===== src/logic/mcm_pkg.sv =====
package mcm_pkg;
  // register offsets
  localparam logic [8:0] ADDR_POWER_MODE = 9'h008;
  localparam logic [8:0] ADDR_LOOP_ENABLE = 9'h009;
  localparam logic [8:0] ADDR_MULT_CTRL = 9'h00a;
  localparam logic [8:0] ADDR_RATIO = 9'h101;
  // field positions
  localparam int LOOP_ENABLE_BIT = 2;
  localparam int AUTOBAND_BIT = 6;
  localparam int LOCKED_BIT = 7;
  localparam int FACTOR_MSB = 5;
  localparam int RATIO_MSB = 5;
  // reset values
  localparam logic [7:0] POWER_MODE_RST = 8'h00;
  localparam logic [7:0] LOOP_ENABLE_RST = 8'h00;
  localparam logic [7:0] MULT_CTRL_RST = 8'h00;
  localparam logic [7:0] RATIO_RST = 8'h00;
  // power mode encodings
  localparam logic [1:0] PM_NORMAL = 2'h0;
  localparam logic [1:0] PM_POWER_DOWN = 2'h1;
  localparam logic [1:0] PM_STANDBY = 2'h2;
  localparam logic [1:0] PM_SLEEP = 2'h3;
  // strap code that selects direct clocking
  localparam logic [4:0] STRAP_DIRECT = 5'h1f;
  // modulator clock is the oscillator divided by this
  localparam logic [1:0] MOD_DIV = 2'h2;
  // timing
  localparam int CLK_PERIOD_NS = 10;
  localparam int BAND_SETTLE_NS = 1000;
  localparam int LOCK_WAIT_NS = 10000;
  localparam int BAND_SETTLE_CYC = (BAND_SETTLE_NS + CLK_PERIOD_NS - 1) / CLK_PERIOD_NS;
  localparam int LOCK_WAIT_CYC = (LOCK_WAIT_NS + CLK_PERIOD_NS - 1) / CLK_PERIOD_NS;
  typedef enum logic [2:0] {S_OFF, S_BAND, S_PICK, S_LOCK, S_LOCKED} mcm_state_t;
endpackage


===== src/logic/mcm_factor_dec.sv =====
`timescale 1ns/10ps
module mcm_factor_dec (
  // codes
  input wire logic [5:0] reg_code,
  input wire logic [4:0] strap_code,
  // decoded factors
  output logic [5:0] reg_n,
  output logic [5:0] strap_n
);

  function automatic logic [5:0] dec_reg(input logic [5:0] c);
    logic [5:0] n;
    n = 6'h08;
    if (c >= 6'd42) n = 6'd42;
    else if (c >= 6'd34) n = 6'd34;
    else if (c >= 6'd32) n = 6'd32;
    else if (c >= 6'd30) n = 6'd30;
    else if (c >= 6'd28) n = 6'd28;
    else if (c >= 6'd25) n = 6'd25;
    else if (c >= 6'd24) n = 6'd24;
    else if (c >= 6'd21) n = 6'd21;
    else if (c >= 6'd20) n = 6'd20;
    else if (c >= 6'd18) n = 6'd18;
    else if (c >= 6'd12 && c <= 6'd17) n = (c == 6'd13) ? 6'd12 : c;
    else if (c >= 6'd10) n = 6'd10;
    else if (c == 6'd9) n = 6'd9;
    return n;
  endfunction

  function automatic logic [5:0] dec_strap(input logic [4:0] c);
    logic [5:0] n;
    case (c)
      5'h00: n = 6'd8;
      5'h01: n = 6'd9;
      5'h02: n = 6'd10;
      5'h03: n = 6'd12;
      5'h04: n = 6'd14;
      5'h05: n = 6'd15;
      5'h06: n = 6'd16;
      5'h07: n = 6'd17;
      5'h08: n = 6'd18;
      5'h09: n = 6'd20;
      5'h0a: n = 6'd21;
      5'h0b: n = 6'd24;
      5'h0c: n = 6'd25;
      5'h0d: n = 6'd28;
      5'h0e: n = 6'd30;
      5'h0f: n = 6'd32;
      5'h10: n = 6'd34;
      default: n = 6'd42;
    endcase
    return n;
  endfunction

  // code 1..8 share 8, code 0 treated the same
  assign reg_n = dec_reg(reg_code);
  assign strap_n = dec_strap(strap_code);

endmodule


===== src/logic/mcm_ctrl.sv =====
`timescale 1ns/10ps
// Contract
// after reset the modulator clock comes straight from the clock input pair; code selects the loop on the first clock unless the straps read 31
// with the loop on, oscillator runs at reference times factor N
// modulator clock is the oscillator halved, giving equal high and low times
// host supplies a 30 to 160 MHz reference when the loop is selected
// host writes the six-bit factor before setting loop enable
// once enabled and locked, lock shows in bit 7 of the multiplier control
// host toggles loop enable after changing the factor
// host bring-up: reference, factor, enable 4, autoband, ratio reset, ratio
// host resets rate converter by writing ratio zero, then the real ratio
// register factor code decodes to N by the stepped table
// serial interface stays disabled until the first serial access
// while serial interface is disabled, strap pins give the factor
// strap codes 0..16 map to listed N, 17..30 give 42
// strap code 31 disables the loop and selects direct clocking
// bit 6 of multiplier control starts automatic band selection
// band selection picks the best of the overlapping valid bands
// host toggles autoband after leaving sleep or standby
// power mode field selects normal, power-down, standby, sleep; latter two stop clocks
// host keeps modulator clock at 640 MHz within five percent
// lock reads zero while loop enable is clear and clears on restart; code still returns a strap-mode lock when the first serial access reads it
module mcm_ctrl #(
  parameter int NUM_BANDS = 16,
  parameter int BAND_SETTLE = mcm_pkg::BAND_SETTLE_CYC,
  parameter int LOCK_WAIT = mcm_pkg::LOCK_WAIT_CYC,
  parameter int BW = $clog2(NUM_BANDS)
) (
  // clock and reset
  input wire logic clk,
  input wire logic arst_n,
  // serial port register access
  input wire logic reg_wr,
  input wire logic reg_rd,
  input wire logic [8:0] reg_addr,
  input wire logic [7:0] reg_wdata,
  output logic [7:0] reg_rdata,
  output logic reg_rvalid,
  // strap pins
  input wire logic [4:0] multiplier_strap_pins,
  // analog loop feedback
  input wire logic band_in_range,
  input wire logic loop_lock_detect,
  // analog loop control
  output logic direct_clock_sel,
  output logic loop_power_on,
  output logic [5:0] loop_multiplier_factor,
  output logic [1:0] modulator_clock_div,
  output logic [BW-1:0] band_sel,
  output logic clocks_stopped,
  output logic analog_off,
  output logic rate_converter_reset,
  output logic [5:0] rate_converter_ratio
);

  // cnt_r is 14 bits wide, so longer waits cannot be counted
  if (NUM_BANDS < 2 || BW != $clog2(NUM_BANDS) || BAND_SETTLE < 1 || LOCK_WAIT < 1
      || BAND_SETTLE > 16384 || LOCK_WAIT > 16384)
    $error("mcm_ctrl: unsupported parameter values");

  ////////////////////////////////////////////////////////////////////////////
  // registers
  logic spi_active_r, locked_r, access, stop_clk;
  logic [1:0] power_mode_r;
  logic [7:0] loop_enable_r;
  logic [6:0] mult_ctrl_r;
  logic [5:0] ratio_r;

  assign access = reg_wr | reg_rd;
  assign stop_clk = power_mode_r == mcm_pkg::PM_STANDBY || power_mode_r == mcm_pkg::PM_SLEEP;

  always_ff @(posedge clk or negedge arst_n)
  begin
    if (!arst_n)
      spi_active_r <= 1'b0;
    else if (access)
      spi_active_r <= 1'b1;
  end

  always_ff @(posedge clk or negedge arst_n)
  begin
    if (!arst_n)
    begin
      power_mode_r <= mcm_pkg::POWER_MODE_RST[1:0];
      loop_enable_r <= mcm_pkg::LOOP_ENABLE_RST;
      mult_ctrl_r <= mcm_pkg::MULT_CTRL_RST[6:0];
      ratio_r <= mcm_pkg::RATIO_RST[5:0];
    end
    else if (reg_wr)
    begin
      case (reg_addr)
        mcm_pkg::ADDR_POWER_MODE: power_mode_r <= reg_wdata[1:0];
        mcm_pkg::ADDR_LOOP_ENABLE: loop_enable_r <= reg_wdata;
        mcm_pkg::ADDR_MULT_CTRL: mult_ctrl_r <= reg_wdata[6:0]; // lock bit is read-only
        mcm_pkg::ADDR_RATIO: ratio_r <= reg_wdata[mcm_pkg::RATIO_MSB:0];
        default: ;
      endcase
    end
  end

  always_ff @(posedge clk or negedge arst_n)
  begin
    if (!arst_n)
    begin
      reg_rdata <= 8'h00;
      reg_rvalid <= 1'b0;
    end
    else
    begin
      reg_rvalid <= reg_rd;
      if (reg_rd)
      begin
        case (reg_addr)
          mcm_pkg::ADDR_POWER_MODE: reg_rdata <= {6'h00, power_mode_r};
          mcm_pkg::ADDR_LOOP_ENABLE: reg_rdata <= loop_enable_r;
          mcm_pkg::ADDR_MULT_CTRL: reg_rdata <= {locked_r, mult_ctrl_r};
          mcm_pkg::ADDR_RATIO: reg_rdata <= {2'h0, ratio_r};
          default: reg_rdata <= 8'h00;
        endcase
      end
    end
  end

  ////////////////////////////////////////////////////////////////////////////
  // factor source and clock selection
  logic [5:0] reg_n, strap_n, n_sel;
  logic strap_direct, loop_want, autoband_on;

  mcm_factor_dec u_dec (
    .reg_code(mult_ctrl_r[mcm_pkg::FACTOR_MSB:0]),
    .strap_code(multiplier_strap_pins),
    .reg_n(reg_n),
    .strap_n(strap_n)
  );

  assign strap_direct = multiplier_strap_pins == mcm_pkg::STRAP_DIRECT;
  // strap mode has no register to ask for autoband, so it always runs
  assign loop_want = spi_active_r ? loop_enable_r[mcm_pkg::LOOP_ENABLE_BIT] : !strap_direct;
  assign n_sel = spi_active_r ? reg_n : strap_n;
  assign autoband_on = spi_active_r ? mult_ctrl_r[mcm_pkg::AUTOBAND_BIT] : 1'b1;

  always_ff @(posedge clk or negedge arst_n)
  begin
    if (!arst_n)
    begin
      direct_clock_sel <= 1'b1;
      loop_power_on <= 1'b0;
      loop_multiplier_factor <= 6'h08;
      modulator_clock_div <= 2'h1;
      clocks_stopped <= 1'b0;
      analog_off <= 1'b0;
    end
    else
    begin
      direct_clock_sel <= !loop_want;
      loop_power_on <= loop_want && !stop_clk;
      loop_multiplier_factor <= n_sel;
      // oscillator halved only when it feeds the modulator
      modulator_clock_div <= loop_want ? mcm_pkg::MOD_DIV : 2'h1;
      clocks_stopped <= stop_clk;
      analog_off <= power_mode_r != mcm_pkg::PM_NORMAL;
    end
  end

  always_ff @(posedge clk or negedge arst_n)
  begin
    if (!arst_n)
    begin
      rate_converter_ratio <= 6'h00;
      rate_converter_reset <= 1'b1;
    end
    else
    begin
      rate_converter_ratio <= ratio_r;
      rate_converter_reset <= ratio_r == 6'h00;
    end
  end

  ////////////////////////////////////////////////////////////////////////////
  // band search and lock sequencing
  mcm_pkg::mcm_state_t state_r;
  logic run, run_d_r, ab_d_r, restart, found_r;
  logic [5:0] n_d_r;
  logic [13:0] cnt_r;
  logic [BW-1:0] scan_r, first_r, last_r;
  logic [BW:0] mid;

  assign run = loop_want && !stop_clk;
  // a factor change or autoband rise retunes the loop from scratch
  assign restart = (run && !run_d_r) || (autoband_on && !ab_d_r) || (n_sel != n_d_r);
  assign mid = ({1'b0, first_r} + {1'b0, last_r}) >> 1;

  always_ff @(posedge clk or negedge arst_n)
  begin
    if (!arst_n)
    begin
      run_d_r <= 1'b0;
      ab_d_r <= 1'b0;
      n_d_r <= 6'h08;
    end
    else
    begin
      run_d_r <= run;
      ab_d_r <= autoband_on;
      n_d_r <= n_sel;
    end
  end

  always_ff @(posedge clk or negedge arst_n)
  begin
    if (!arst_n)
    begin
      state_r <= mcm_pkg::S_OFF;
      cnt_r <= 14'h0000;
      scan_r <= '0;
      first_r <= '0;
      last_r <= '0;
      found_r <= 1'b0;
      band_sel <= BW'(NUM_BANDS / 2);
    end
    else if (!run)
      state_r <= mcm_pkg::S_OFF;
    else if (restart)
    begin
      cnt_r <= 14'h0000;
      scan_r <= '0;
      found_r <= 1'b0;
      if (autoband_on)
      begin
        state_r <= mcm_pkg::S_BAND;
        band_sel <= '0;
      end
      else
        state_r <= mcm_pkg::S_LOCK;
    end
    else
    begin
      case (state_r)
        mcm_pkg::S_BAND:
        begin
          if (cnt_r == 14'(BAND_SETTLE - 1))
          begin
            cnt_r <= 14'h0000;
            if (band_in_range)
            begin
              if (!found_r)
                first_r <= scan_r;
              last_r <= scan_r;
              found_r <= 1'b1;
            end
            if (scan_r == BW'(NUM_BANDS - 1))
              state_r <= mcm_pkg::S_PICK;
            else
            begin
              scan_r <= scan_r + 1'b1;
              band_sel <= scan_r + 1'b1;
            end
          end
          else
            cnt_r <= cnt_r + 1'b1;
        end
        mcm_pkg::S_PICK:
        begin
          // middle of the in-range run sits furthest from both band edges
          band_sel <= found_r ? mid[BW-1:0] : BW'(NUM_BANDS / 2);
          state_r <= mcm_pkg::S_LOCK;
        end
        mcm_pkg::S_LOCK:
        begin
          if (!loop_lock_detect)
            cnt_r <= 14'h0000;
          else if (cnt_r == 14'(LOCK_WAIT - 1))
            state_r <= mcm_pkg::S_LOCKED;
          else
            cnt_r <= cnt_r + 1'b1;
        end
        mcm_pkg::S_LOCKED:
        begin
          if (!loop_lock_detect)
          begin
            cnt_r <= 14'h0000;
            state_r <= mcm_pkg::S_LOCK;
          end
        end
        default: ;
      endcase
    end
  end

  always_ff @(posedge clk or negedge arst_n)
  begin
    if (!arst_n)
      locked_r <= 1'b0;
    else
      locked_r <= run && !restart && state_r == mcm_pkg::S_LOCKED;
  end

endmodule


===== config.mk =====
export PLATFORM = sky130hd
export DESIGN_NAME = mcm_ctrl
export DESIGN_NICKNAME = d
export VERILOG_FILES = /design/src/logic/mcm_pkg.sv /design/src/logic/mcm_factor_dec.sv /design/src/logic/mcm_ctrl.sv
export SDC_FILE = /design/constraint.sdc
export NUM_CORES = 1
export LEC_CHECK = 0
export BUFFER_PORTS_ARGS = -buffer_cell sky130_fd_sc_hd__buf_2
export CORE_MARGIN = 4
export CORE_UTILIZATION = 39
export CTS_BUF_LIST = sky130_fd_sc_hd__clkbuf_8
export CTS_CLUSTER_DIAMETER = 50
export CTS_CLUSTER_SIZE = 28
export DETAILED_ROUTE_END_ITERATION = 8
export HOLD_SLACK_MARGIN = 0.15
export PLACE_DENSITY_LB_ADDON = 0.3
export SLEW_MARGIN = 20
export SYNTH_ARGS = -nofsm -noshare
export SYNTH_HDL_FRONTEND = slang
export SYNTH_SLANG_ARGS = --single-unit

===== constraint.sdc =====
create_clock -name clk -period 2.2 [get_ports clk]
set_clock_uncertainty 0.05 [all_clocks]
set_input_delay 0.44 -clock clk [delete_from_list [all_inputs] [get_ports clk]]
set_output_delay 0.44 -clock clk [all_outputs]
set_load 0.1 [all_outputs]

==> flow_metrics.py, run 1 <==
metrics = {
    "worst_setup_path": {
        "critPathMaxFanout": 6,
        "crit_chain": "buf_6 -> nor4_4 -> nor2_1 -> a21boi_2 -> nor3_2 -> nand3b_4 -> nor4_4 -> buf_4 -> mux2_4",
        "crit_type": "flip-flop to flip-flop",
        "cp-end-kind": "flip-flop",
        "cp_common_cell": "nor4_4",
        "reg2reg_from": "mult_ctrl_r[4]",
        "r2r_setup_slack_ns": -0.20,
        "reg2reg_to": "first_r[2]",
        "critical-path-slowest-cell": "dfrtp_2",
        "cp-start-kind": "flip-flop",
        "reg2reg_depth": 9,
        "crit_arrival_ns": 2.62,
        "crit_path_max_incr_delay_ns": 0.46,
        "cp.required_ns": 2.42,
    },
    "logic_synthesis": {
        "synthCells": 454,
        "synth_xor_area_frac": 0.0180,
        "seq_area_frac_synth": 0.456,
        "ys_async_sr_fraction": 1.00,
        "syn_area_mm2": 0.00479,
        "synth_cell_types": 72,
        "yosys_warnings": 0,
        "synth-edff-count": 0,
        "synth_compound_area_frac": 0.183,
        "syn_nets": 493,
        "synth_ff_type": "dfrtp_1",
        "synthAdderAreaFrac": 0.0303,
        "synth-seq-cells": 87,
        "syn_avg_cell_area_um2": 10.5,
        "synth_top_family_by_area": "simple AND/OR/NAND/NOR gates",
        "synthMuxAreaShare": 0.0863,
        "synth_simple_gate_area_frac": 0.184,
    },
    "placed_design": {
        "hpwl_um": 9320,
        "place_congestion": 0.840,
        "placed_cells": 715,
        "port-buffer-count": 59,
    },
    "floorplan": {
        "start_util": 0.399,
        "die_h_um": 119,
        "dieWidth_um": 119,
        "die_area_mm2": 0.0141,
        "rows": 40,
        "boundaryPins": 60,
        "coreArea_mm2": 0.0120,
    },
    "detailed_routing": {
        "drt_wl_total_um": 13600,
        "vias": 4241,
        "drtPass1Iterations": 5,
        "dr.first_iter.drc_count": 170,
        "via_per_inst": 5.59,
        "wire_per_inst_um": 18.0,
        "ant_nets": 0,
        "drc": 0,
    },
    "final_layout": {
        "insertedDiodeCount": 0,
        "layout-drive-gt1-share": 0.516,
        "area_delta_synth_final_pct": 43.2,
        "stdcell_count": 758,
        "layout.nets": 645,
        "fin_util": 0.571,
    },
    "worst_hold_path": {
        "whs_endpoint": "reg_rvalid",
        "whs_path_depth": 1,
        "hold_class": "input port to flip-flop",
        "hp-start": "reg_rd",
    },
    "global_route": {
        "grt_pass1_vias": 4200,
        "grtUsageTotal": 0.187,
        "grt_first_pass_wirelength_um": 21100,
        "grt_start_max_net_pins": 37,
        "antenna_found_initial": 0,
        "grt-ovfl-total": 0,
    },
    "pwr": {
        "p_total_mw": 3.47,
        "power_density_mw_per_mm2": 507,
        "leakage_nw": 3.21,
        "ir_drop_uv": 543,
    },
    "sta": {
        "relSlewSlack": 0.616,
        "fmax_mhz": 417,
        "timing.final.crit_share": 1.09,
        "setup_viol": 33,
        "slew_viol_final": 0,
        "worst_hold_slack_ns": 0.255,
        "final_hold_viol_count": 0,
        "setup_ws_ns": -0.197,
        "rsz0062_at_grt": "true",
        "worst_pin_slew_ns": 0.577,
        "min_period_ns": 2.40,
    },
    "clocking": {
        "root_buffer": "clkbuf_8",
        "cts.sinks": 87,
        "worstSkewPairLatency_ns": 0.38,
        "clk_path_buf_depth": 2,
        "cts.clk_slew.worst_paths_ns": 0.10,
        "cts_tree": "yes",
        "htreeDepth": 3,
        "cts_made_buffers": 9,
    },
    "run_status": {
        "status": "finished, violations left",
        "violations": "setup timing",
    },
    "flow_run": {
        "cap_viol_max_count": 0,
    },
}
[timing repair]
action,CTS,global route
hold endpoints to repair,31,0
hold buffers,1,0
setup buffers,11,15
gates cloned,1,1
pin swaps,28,26
resized for setup,55,74
endpoints found under the setup margin,35,35
[critical path, delay by kind of cell, from the launching register on]
family                 cells  cell delay, ns
buffers and inverters      2            0.32
AO/OA/AOI/OAI              1            0.26
AND/OR/NAND/NOR            5            0.91
flip-flops                 1            0.46
multiplexers               1            0.31
[layer usage]
layer / wire [um] / global-route usage / vias to the layer above
met5: 0 / 0 / -
met4: 369 / 0.0746 / 0
met1: 5530 / 0.232 / 2104
li1: - / - / 1997
met3: 675 / 0.0325 / 31
met2: 7040 / 0.322 / 109
[flip-flops by register name, indices dropped and copies added (netlist names)]
register and cells:
reg_rvalid 1, mult_ctrl_r 7, spi_active_r 1, rate_converter_ratio 6
band_sel 4, first_r 4, power_mode_r 2, run_d_r 1
modulator_clock_div 2, rate_converter_reset 1, cnt_r 14, found_r 1
last_r 4, ratio_r 6, loop_enable_r 8, reg_rdata 8
n_d_r 6, clocks_stopped 1, state_r 3, scan_r 4
ab_d_r 1, analog_off 1, locked_r 1
[cell usage in the layout (no fill, tap or decap), drive strengths merged, types with 5 or more instances in the layout]
master,instances
or2,6
a31o,7
nand2b,5
a22oi,12
inv,22
o21ai,31
nor2,16
nand3b,5
clkbuf,11
nand2,33
and3,10
o31ai,5
o22ai,10
nor3,10
nor4,11
buf,163
mux2,32
xnor2,5
ha,10
dfrtp,83
nor2b,14
nand3,10
a21oi,15
a31oi,5
a222oi,6
[report_power, final]
group          internal [mW]  switching (mW)
Combinational          0.263           0.375
Sequential              1.63          0.0229
Clock                  0.536           0.644
Total                   2.43            1.04
[cell families (layout without fill, tap and decap cells)]
kind of cell             Yosys count  after routing
AO/OA/AOI/OAI                    123            123
XOR/XNOR                           9              9
adder cells (fa/ha/maj)           11             11
buffers and inverters             45            202
flip-flops                        87             87
multiplexers                      36             36
AND/OR/NAND/NOR                  143            143
[synthesized netlist by cell type, drive strengths merged, types with 5 or more instances]
| cell | n | area, um^2 |
|---|---|---|
| xnor2 | 5 | 51.3 |
| nor3 | 10 | 65.1 |
| mux2 | 32 | 360 |
| ha | 10 | 125 |
| nand2 | 33 | 124 |
| inv | 20 | 75.1 |
| nand2b | 5 | 31.3 |
| a22oi | 12 | 90.1 |
| a222oi | 6 | 60.1 |
| o21ai | 31 | 155 |
| buf | 12 | 80.1 |
| nor2 | 16 | 60.1 |
| and3 | 10 | 62.6 |
| dfrtp | 83 | 2080 |
| o22ai | 10 | 62.6 |
| or2 | 6 | 40.0 |
| a21oi | 15 | 75.1 |
| a31oi | 5 | 31.3 |
| nand3 | 10 | 55.1 |
| o31ai | 5 | 37.5 |
| nor2b | 14 | 87.6 |
| nand3b | 5 | 50.1 |
| clkbuf | 13 | 48.8 |
| a31o | 7 | 61.3 |
| nor4 | 11 | 105 |
[layout make-up]
cell class	count	area, um^2
fill	1000	5160
multi-input combinational	322	2920
sequential	87	2190
timing repair buffer	166	1270
tap	147	184
clock buffer	9	124
inverter	20	95.1
clock inverter	7	80.1
[how the worst max path moves through the flow]
stage	slack, ns	from	endpoint	depth (start not counted)
floorplan	-0.24	multiplier_strap_pins[0]	first_r[0]	8
CTS	-0.25	mult_ctrl_r[1]	last_r[3]	8
finish	-0.20	mult_ctrl_r[4]	first_r[2]	9
global route	-0.29	mult_ctrl_r[4]	first_r[2]	9
detailed placement	-0.74	multiplier_strap_pins[0]	last_r[2]	10
global placement	-0.66	multiplier_strap_pins[0]	last_r[0]	10
[metrics by stage]
stage                     setup TNS (ns)  area (um^2)  worst slack, ns
final                              -3.37         6860           -0.197
after detailed placement          -21.96         5890           -0.736
after global routing               -6.58         6860           -0.285
after CTS                          -4.38         6390           -0.248
after global placement            -19.38         5890           -0.663
after floorplan                    -5.28         4910           -0.240
No activity file was read; power rests on OpenSTA's default activity.
==> inputs of run 2 (changes only) <==
--- a/config.mk
+++ b/config.mk
@@ -6,7 +6,7 @@
 export NUM_CORES = 1
 export LEC_CHECK = 0
 export BUFFER_PORTS_ARGS = -buffer_cell sky130_fd_sc_hd__buf_2
-export CORE_MARGIN = 4
+export CORE_MARGIN = 3
 export CORE_UTILIZATION = 39
 export CTS_BUF_LIST = sky130_fd_sc_hd__clkbuf_8
 export CTS_CLUSTER_DIAMETER = 50
@@ -18,3 +18,4 @@
 export SYNTH_ARGS = -nofsm -noshare
 export SYNTH_HDL_FRONTEND = slang
 export SYNTH_SLANG_ARGS = --single-unit
+export TNS_END_PERCENT = 10
==> flow_metrics.py, run 2 (synthesis results as in run 1) <==
metrics = {
    "sta": {
        "tns_ns": -5.05,
        "rsz0062_at_grt": "true",
        "worst_pin_slew_ns": 0.497,
        "min_period_ns": 2.45,
        "relSlewSlack": 0.668,
        "slew_viol_final": 0,
        "timing.final.crit_share": 1.11,
        "fmax_mhz": 408,
        "setup_viol": 35,
        "final_hold_viol_count": 0,
        "setup_ws_ns": -0.251,
    },
    "worst_setup_path": {
        "crit_chain": "buf_4 -> buf_12 -> ha_4 -> or2_4 -> a2111oi_4 -> a211oi_4 -> xnor2_2 -> nand3b_4 -> nor4_4 -> buf_6 -> mux2_4",
        "reg2reg_to": "first_r[2]",
        "crit_arrival_ns": 2.67,
        "crit_path_max_incr_delay_ns": 0.38,
        "path_delay_family": "simple AND/OR/NAND/NOR gates",
        "cp-start-kind": "input port",
        "cp.required_ns": 2.42,
        "reg2reg_from": "spi_active_r",
        "critical-path-slowest-cell": "a2111oi_4",
        "r2r_setup_slack_ns": -0.22,
        "crit_type": "input port to flip-flop",
        "critPathMaxFanout": 5,
        "reg2reg_depth": 9,
        "crit_buf_inv": 3,
        "cp-end-kind": "flip-flop",
    },
    "global_route": {
        "antenna_found_initial": 0,
        "grt_start_max_net_pins": 45,
        "grt-ovfl-total": 0,
        "grtUsageTotal": 0.195,
        "grt_pass1_vias": 4183,
        "grt_first_pass_wirelength_um": 20800,
    },
    "clocking": {
        "worstSkewPairLatency_ns": 0.38,
        "htreeDepth": 3,
        "cts_tree": "yes",
        "cts.clk_slew.worst_paths_ns": 0.09,
        "cts_made_buffers": 9,
        "clk_path_buf_depth": 2,
        "cts.sinks": 87,
        "root_buffer": "clkbuf_8",
    },
    "floorplan": {
        "start_util": 0.409,
        "dieWidth_um": 117,
        "coreArea_mm2": 0.0117,
        "rows": 39,
        "boundaryPins": 60,
        "die_area_mm2": 0.0136,
        "die_h_um": 117,
    },
    "detailed_routing": {
        "via_per_inst": 5.62,
        "drc": 0,
        "drtPass1Iterations": 5,
        "wire_per_inst_um": 17.1,
        "vias": 4134,
        "drt_wl_total_um": 12500,
        "dr.first_iter.drc_count": 236,
        "ant_nets": 0,
    },
    "worst_hold_path": {
        "hp-start": "reg_rd",
        "whs_endpoint": "reg_rvalid",
        "whs_path_depth": 1,
        "hold_class": "input port to flip-flop",
    },
    "final_layout": {
        "finalInstanceArea_mm2": 0.00632,
        "layout.nets": 626,
        "seq_area_mm2": 0.00218,
        "area_delta_synth_final_pct": 31.9,
        "multi_input_area_mm2": 0.00261,
        "regMostFlops": "cnt_r",
        "insertedDiodeCount": 0,
        "fin_util": 0.539,
        "largestRegisters": "cnt_r (14), loop_enable_r (8), reg_rdata (8)",
        "final_cell_mix": "buf_4 (82), dfrtp_1 (81), buf_2 (56), nand2_1 (33), mux2_2 (28)",
        "nFillCells": 999,
        "layout-drive-gt1-share": 0.422,
        "largest_register_ffs": 14,
        "final_common_cell": "buf_4",
    },
    "pwr": {
        "power_density_mw_per_mm2": 546,
        "p_total_mw": 3.45,
        "leakage_nw": 3.02,
        "ir_drop_uv": 412,
    },
    "placed_design": {
        "hpwl_um": 9060,
        "port-buffer-count": 59,
        "place_congestion": 0.903,
        "placed_area_mm2": 0.00588,
    },
    "run_status": {
        "violations": "setup timing",
        "status": "finished, violations left",
    },
    "flow_run": {
        "cap_viol_max_count": 0,
    },
}
## run 2: worst reg2reg max path: stages (launching register included)
cell and delay (ns):
dfrtp_1 0.41, buf_4 0.17, buf_4 0.16, a2111oi_4 0.36
a211oi_4 0.08, xnor2_2 0.18, nand3b_4 0.15, nor4_4 0.29
buf_6 0.16, mux2_4 0.30
## run 2: metrics by stage
stage	cells	hold WS (ns)	setup WS (ns)
2_1_floorplan	454	0.0944	-0.242
3_3_place_gp	710	0.319	-0.646
3_5_place_dp	710	0.326	-0.722
4_1_cts	733	0.229	-0.306
5_1_grt	735	0.226	-0.349
6_report	735	0.247	-0.251
## run 2: final cells by class
class,instances,area share
clock buffers,10,0.0218
clock inverters,6,0.0135
inverters,20,0.0135
multi-input cells,322,0.412
flip-flops and latches,87,0.346
well taps,143,0.0283
repair buffers,147,0.165
## run 2: power breakdown
| group | switching [mW] | internal (mW) | total (mW) |
|---|---|---|---|
| logic | 0.330 | 0.204 | 0.534 |
| clock network | 0.592 | 0.666 | 1.26 |
| registers | 0.0223 | 1.63 | 1.66 |
## run 2: worst max-delay path by stage
stage,start,end,slack [ns],cells past startpoint
6_report,multiplier_strap_pins[1],first_r[2],-0.25,11
5_1_grt,spi_active_r,first_r[2],-0.35,9
4_1_cts,mult_ctrl_r[1],first_r[1],-0.31,9
3_5_place_dp,multiplier_strap_pins[1],first_r[0],-0.72,10
3_3_place_gp,multiplier_strap_pins[1],first_r[0],-0.65,10
2_1_floorplan,multiplier_strap_pins[0],band_sel[2],-0.24,9
## run 2: repair_timing
action | in CTS | in global routing
hold buffers | 1 | 0
setup buffers | 6 | 2
hold endpoints to repair | 21 | 0
pin swaps | 5 | 7
gates resized for setup | 21 | 17
setup endpoints to repair | 35 | 35
## run 2: per-layer routing
metal  track usage  vias to the layer above  share of wire
met5             0                        -              0
met4        0.0688                        0          0.020
met3        0.0473                       24          0.046
met2         0.336                      104           0.52
met1         0.240                     2056           0.42
li1              -                     1950              -
==> inputs of run 3 (changes only) <==
--- a/config.mk
+++ b/config.mk
@@ -10,10 +10,10 @@
 export CORE_UTILIZATION = 39
 export CTS_BUF_LIST = sky130_fd_sc_hd__clkbuf_8
 export CTS_CLUSTER_DIAMETER = 50
-export CTS_CLUSTER_SIZE = 28
 export DETAILED_ROUTE_END_ITERATION = 8
 export HOLD_SLACK_MARGIN = 0.15
 export PLACE_DENSITY_LB_ADDON = 0.3
+export SETUP_SLACK_MARGIN = 0.3
 export SLEW_MARGIN = 20
 export SYNTH_ARGS = -nofsm -noshare
 export SYNTH_HDL_FRONTEND = slang
==> flow_metrics.py, run 3 (synthesis results as in run 1) <==
metrics = {
    "run_status": {
        "status": "finished, violations left",
        "violations": "setup timing",
    },
    "clocking": {
        "cts.clk_slew.worst_paths_ns": 0.09,
        "root_buffer": "clkbuf_8",
        "cts_made_buffers": 9,
        "cts_tree": "yes",
        "clk_path_buf_depth": 2,
        "cts.sinks": 87,
        "worstSkewPairLatency_ns": 0.38,
        "htreeDepth": 3,
    },
    "placed_design": {
        "port-buffer-count": 59,
        "place_congestion": 0.817,
        "placed_cells": 708,
        "place_worst_setup_slack_ns": -0.694,
        "hpwl_um": 9160,
        "placed_area_mm2": 0.00585,
    },
    "worst_setup_path": {
        "crit_chain": "buf_4 -> inv_12 -> ha_4 -> mux4_2 -> a21oi_2 -> and3b_2 -> o2111ai_4 -> buf_12 -> nor3_4 -> buf_6 -> mux2_4",
        "cp-end-kind": "flip-flop",
        "reg2reg_depth": 10,
        "r2r_setup_slack_ns": -0.22,
        "cp-start-kind": "input port",
        "crit_arrival_ns": 2.66,
        "reg2reg_to": "last_r[3]",
        "crit_path_max_incr_delay_ns": 0.47,
        "crit_buf_inv": 4,
        "path_delay_family": "multiplexers",
        "cp.required_ns": 2.42,
        "critical-path-slowest-cell": "mux4_2",
        "crit_type": "input port to flip-flop",
        "critPathMaxFanout": 5,
        "reg2reg_from": "mult_ctrl_r[2]",
    },
    "floorplan": {
        "coreArea_mm2": 0.0117,
        "boundaryPins": 60,
        "die_area_mm2": 0.0136,
        "start_util": 0.409,
        "dieWidth_um": 117,
        "die_h_um": 117,
        "rows": 39,
    },
    "sta": {
        "fmax_mhz": 410,
        "min_period_ns": 2.44,
        "worst_pin_slew_ns": 0.492,
        "setup_viol": 34,
        "setup_ws_ns": -0.241,
        "rsz0062_at_grt": "true",
        "slew_viol_final": 0,
        "timing.final.crit_share": 1.11,
        "tns_ns": -4.82,
        "final_hold_viol_count": 0,
        "relSlewSlack": 0.674,
    },
    "global_route": {
        "grt_pass1_vias": 4411,
        "antenna_found_initial": 0,
        "grtUsageTotal": 0.199,
        "grt_first_pass_wirelength_um": 21300,
        "grt-ovfl-total": 0,
        "grt_start_max_net_pins": 30,
    },
    "final_layout": {
        "largest_register_ffs": 14,
        "finalInstanceArea_mm2": 0.00657,
        "stdcell_count": 743,
        "insertedDiodeCount": 0,
        "final_cell_mix": "buf_4 (82), dfrtp_1 (78), buf_2 (54), nand2_1 (31), mux2_2 (24)",
        "area_delta_synth_final_pct": 37.2,
        "regMostFlops": "cnt_r",
        "nFillCells": 1013,
        "layout.nets": 634,
        "final_common_cell": "buf_4",
        "layout-drive-gt1-share": 0.477,
        "fin_util": 0.561,
        "largestRegisters": "cnt_r (14), loop_enable_r (8), reg_rdata (8)",
    },
    "worst_hold_path": {
        "whs_path_depth": 1,
        "whs_endpoint": "reg_rvalid",
        "hold_class": "input port to flip-flop",
        "hp-start": "reg_rd",
    },
    "flow_run": {
        "cap_viol_max_count": 0,
    },
    "detailed_routing": {
        "via_per_inst": 5.63,
        "wire_per_inst_um": 17.1,
        "drc": 0,
        "ant_nets": 0,
        "drt_wl_total_um": 12700,
        "dr.first_iter.drc_count": 182,
        "drtPass1Iterations": 4,
        "vias": 4181,
    },
    "pwr": {
        "ir_drop_uv": 441,
        "leakage_nw": 3.12,
        "power_density_mw_per_mm2": 536,
    },
}
run 3: worst reg2reg max path: cells and delay by family, from the launching register on:
kind / cells / cell delay [ns]
muxes: 1 / 0.30
and+or+nand+nor: 3 / 0.57
xor gates and xnor gates: 1 / 0.14
DFF: 1 / 0.46
AOI/OAI and AO/OA: 2 / 0.34
buffers and inverters: 3 / 0.45
run 3: how the worst max path moves through the flow:
stage                              from          end  depth (start not counted)
6_report       multiplier_strap_pins[0]    last_r[3]                         11
5_1_grt                  mult_ctrl_r[2]    last_r[3]                         10
4_1_cts        multiplier_strap_pins[0]    last_r[3]                         11
3_5_place_dp   multiplier_strap_pins[0]   state_r[2]                         10
3_3_place_gp   multiplier_strap_pins[0]  band_sel[2]                         10
2_1_floorplan  multiplier_strap_pins[0]   first_r[0]                          8
run 3: final cells by class:
cell class / count / area, um^2 / area share
Multi-Input combinational cell: 322 / 2720 / 0.415
Tap cell: 143 / 179 / 0.0272
Sequential cell: 87 / 2190 / 0.333
Timing Repair Buffer: 155 / 1170 / 0.179
Inverter: 20 / 95.1 / 0.0145
Clock buffer: 9 / 124 / 0.0189
Clock inverter: 7 / 83.8 / 0.0128
run 3: power by group:
group | internal [mW] | switching (mW)
Combinational | 0.287 | 0.373
Sequential | 1.63 | 0.0226
Clock | 0.549 | 0.655
Total | 2.47 | 1.05
run 3: stage by stage:
stage / power (mW) / hold slack, ns
floorplan: 1.96 / 0.0944
CTS: 3.53 / 0.229
global route: 3.68 / 0.221
global placement: 2.15 / 0.339
finish: 3.52 / 0.245
detailed placement: 2.16 / 0.346
run 3: layer usage:
metal | GRT usage | wire length [um]
met1 | 0.243 | 5340
met2 | 0.343 | 6640
met3 | 0.0509 | 513
met4 | 0.0696 | 180
met5 | 0 | 0
run 3: what timing repair did:
action	4_1_cts	5_1_grt
resized for setup	57	24
cloned	3	0
hold buffers	1	0
hold endpoints to repair	22	0
setup endpoints to repair	41	46
setup buffers	14	1
pin swaps	28	3
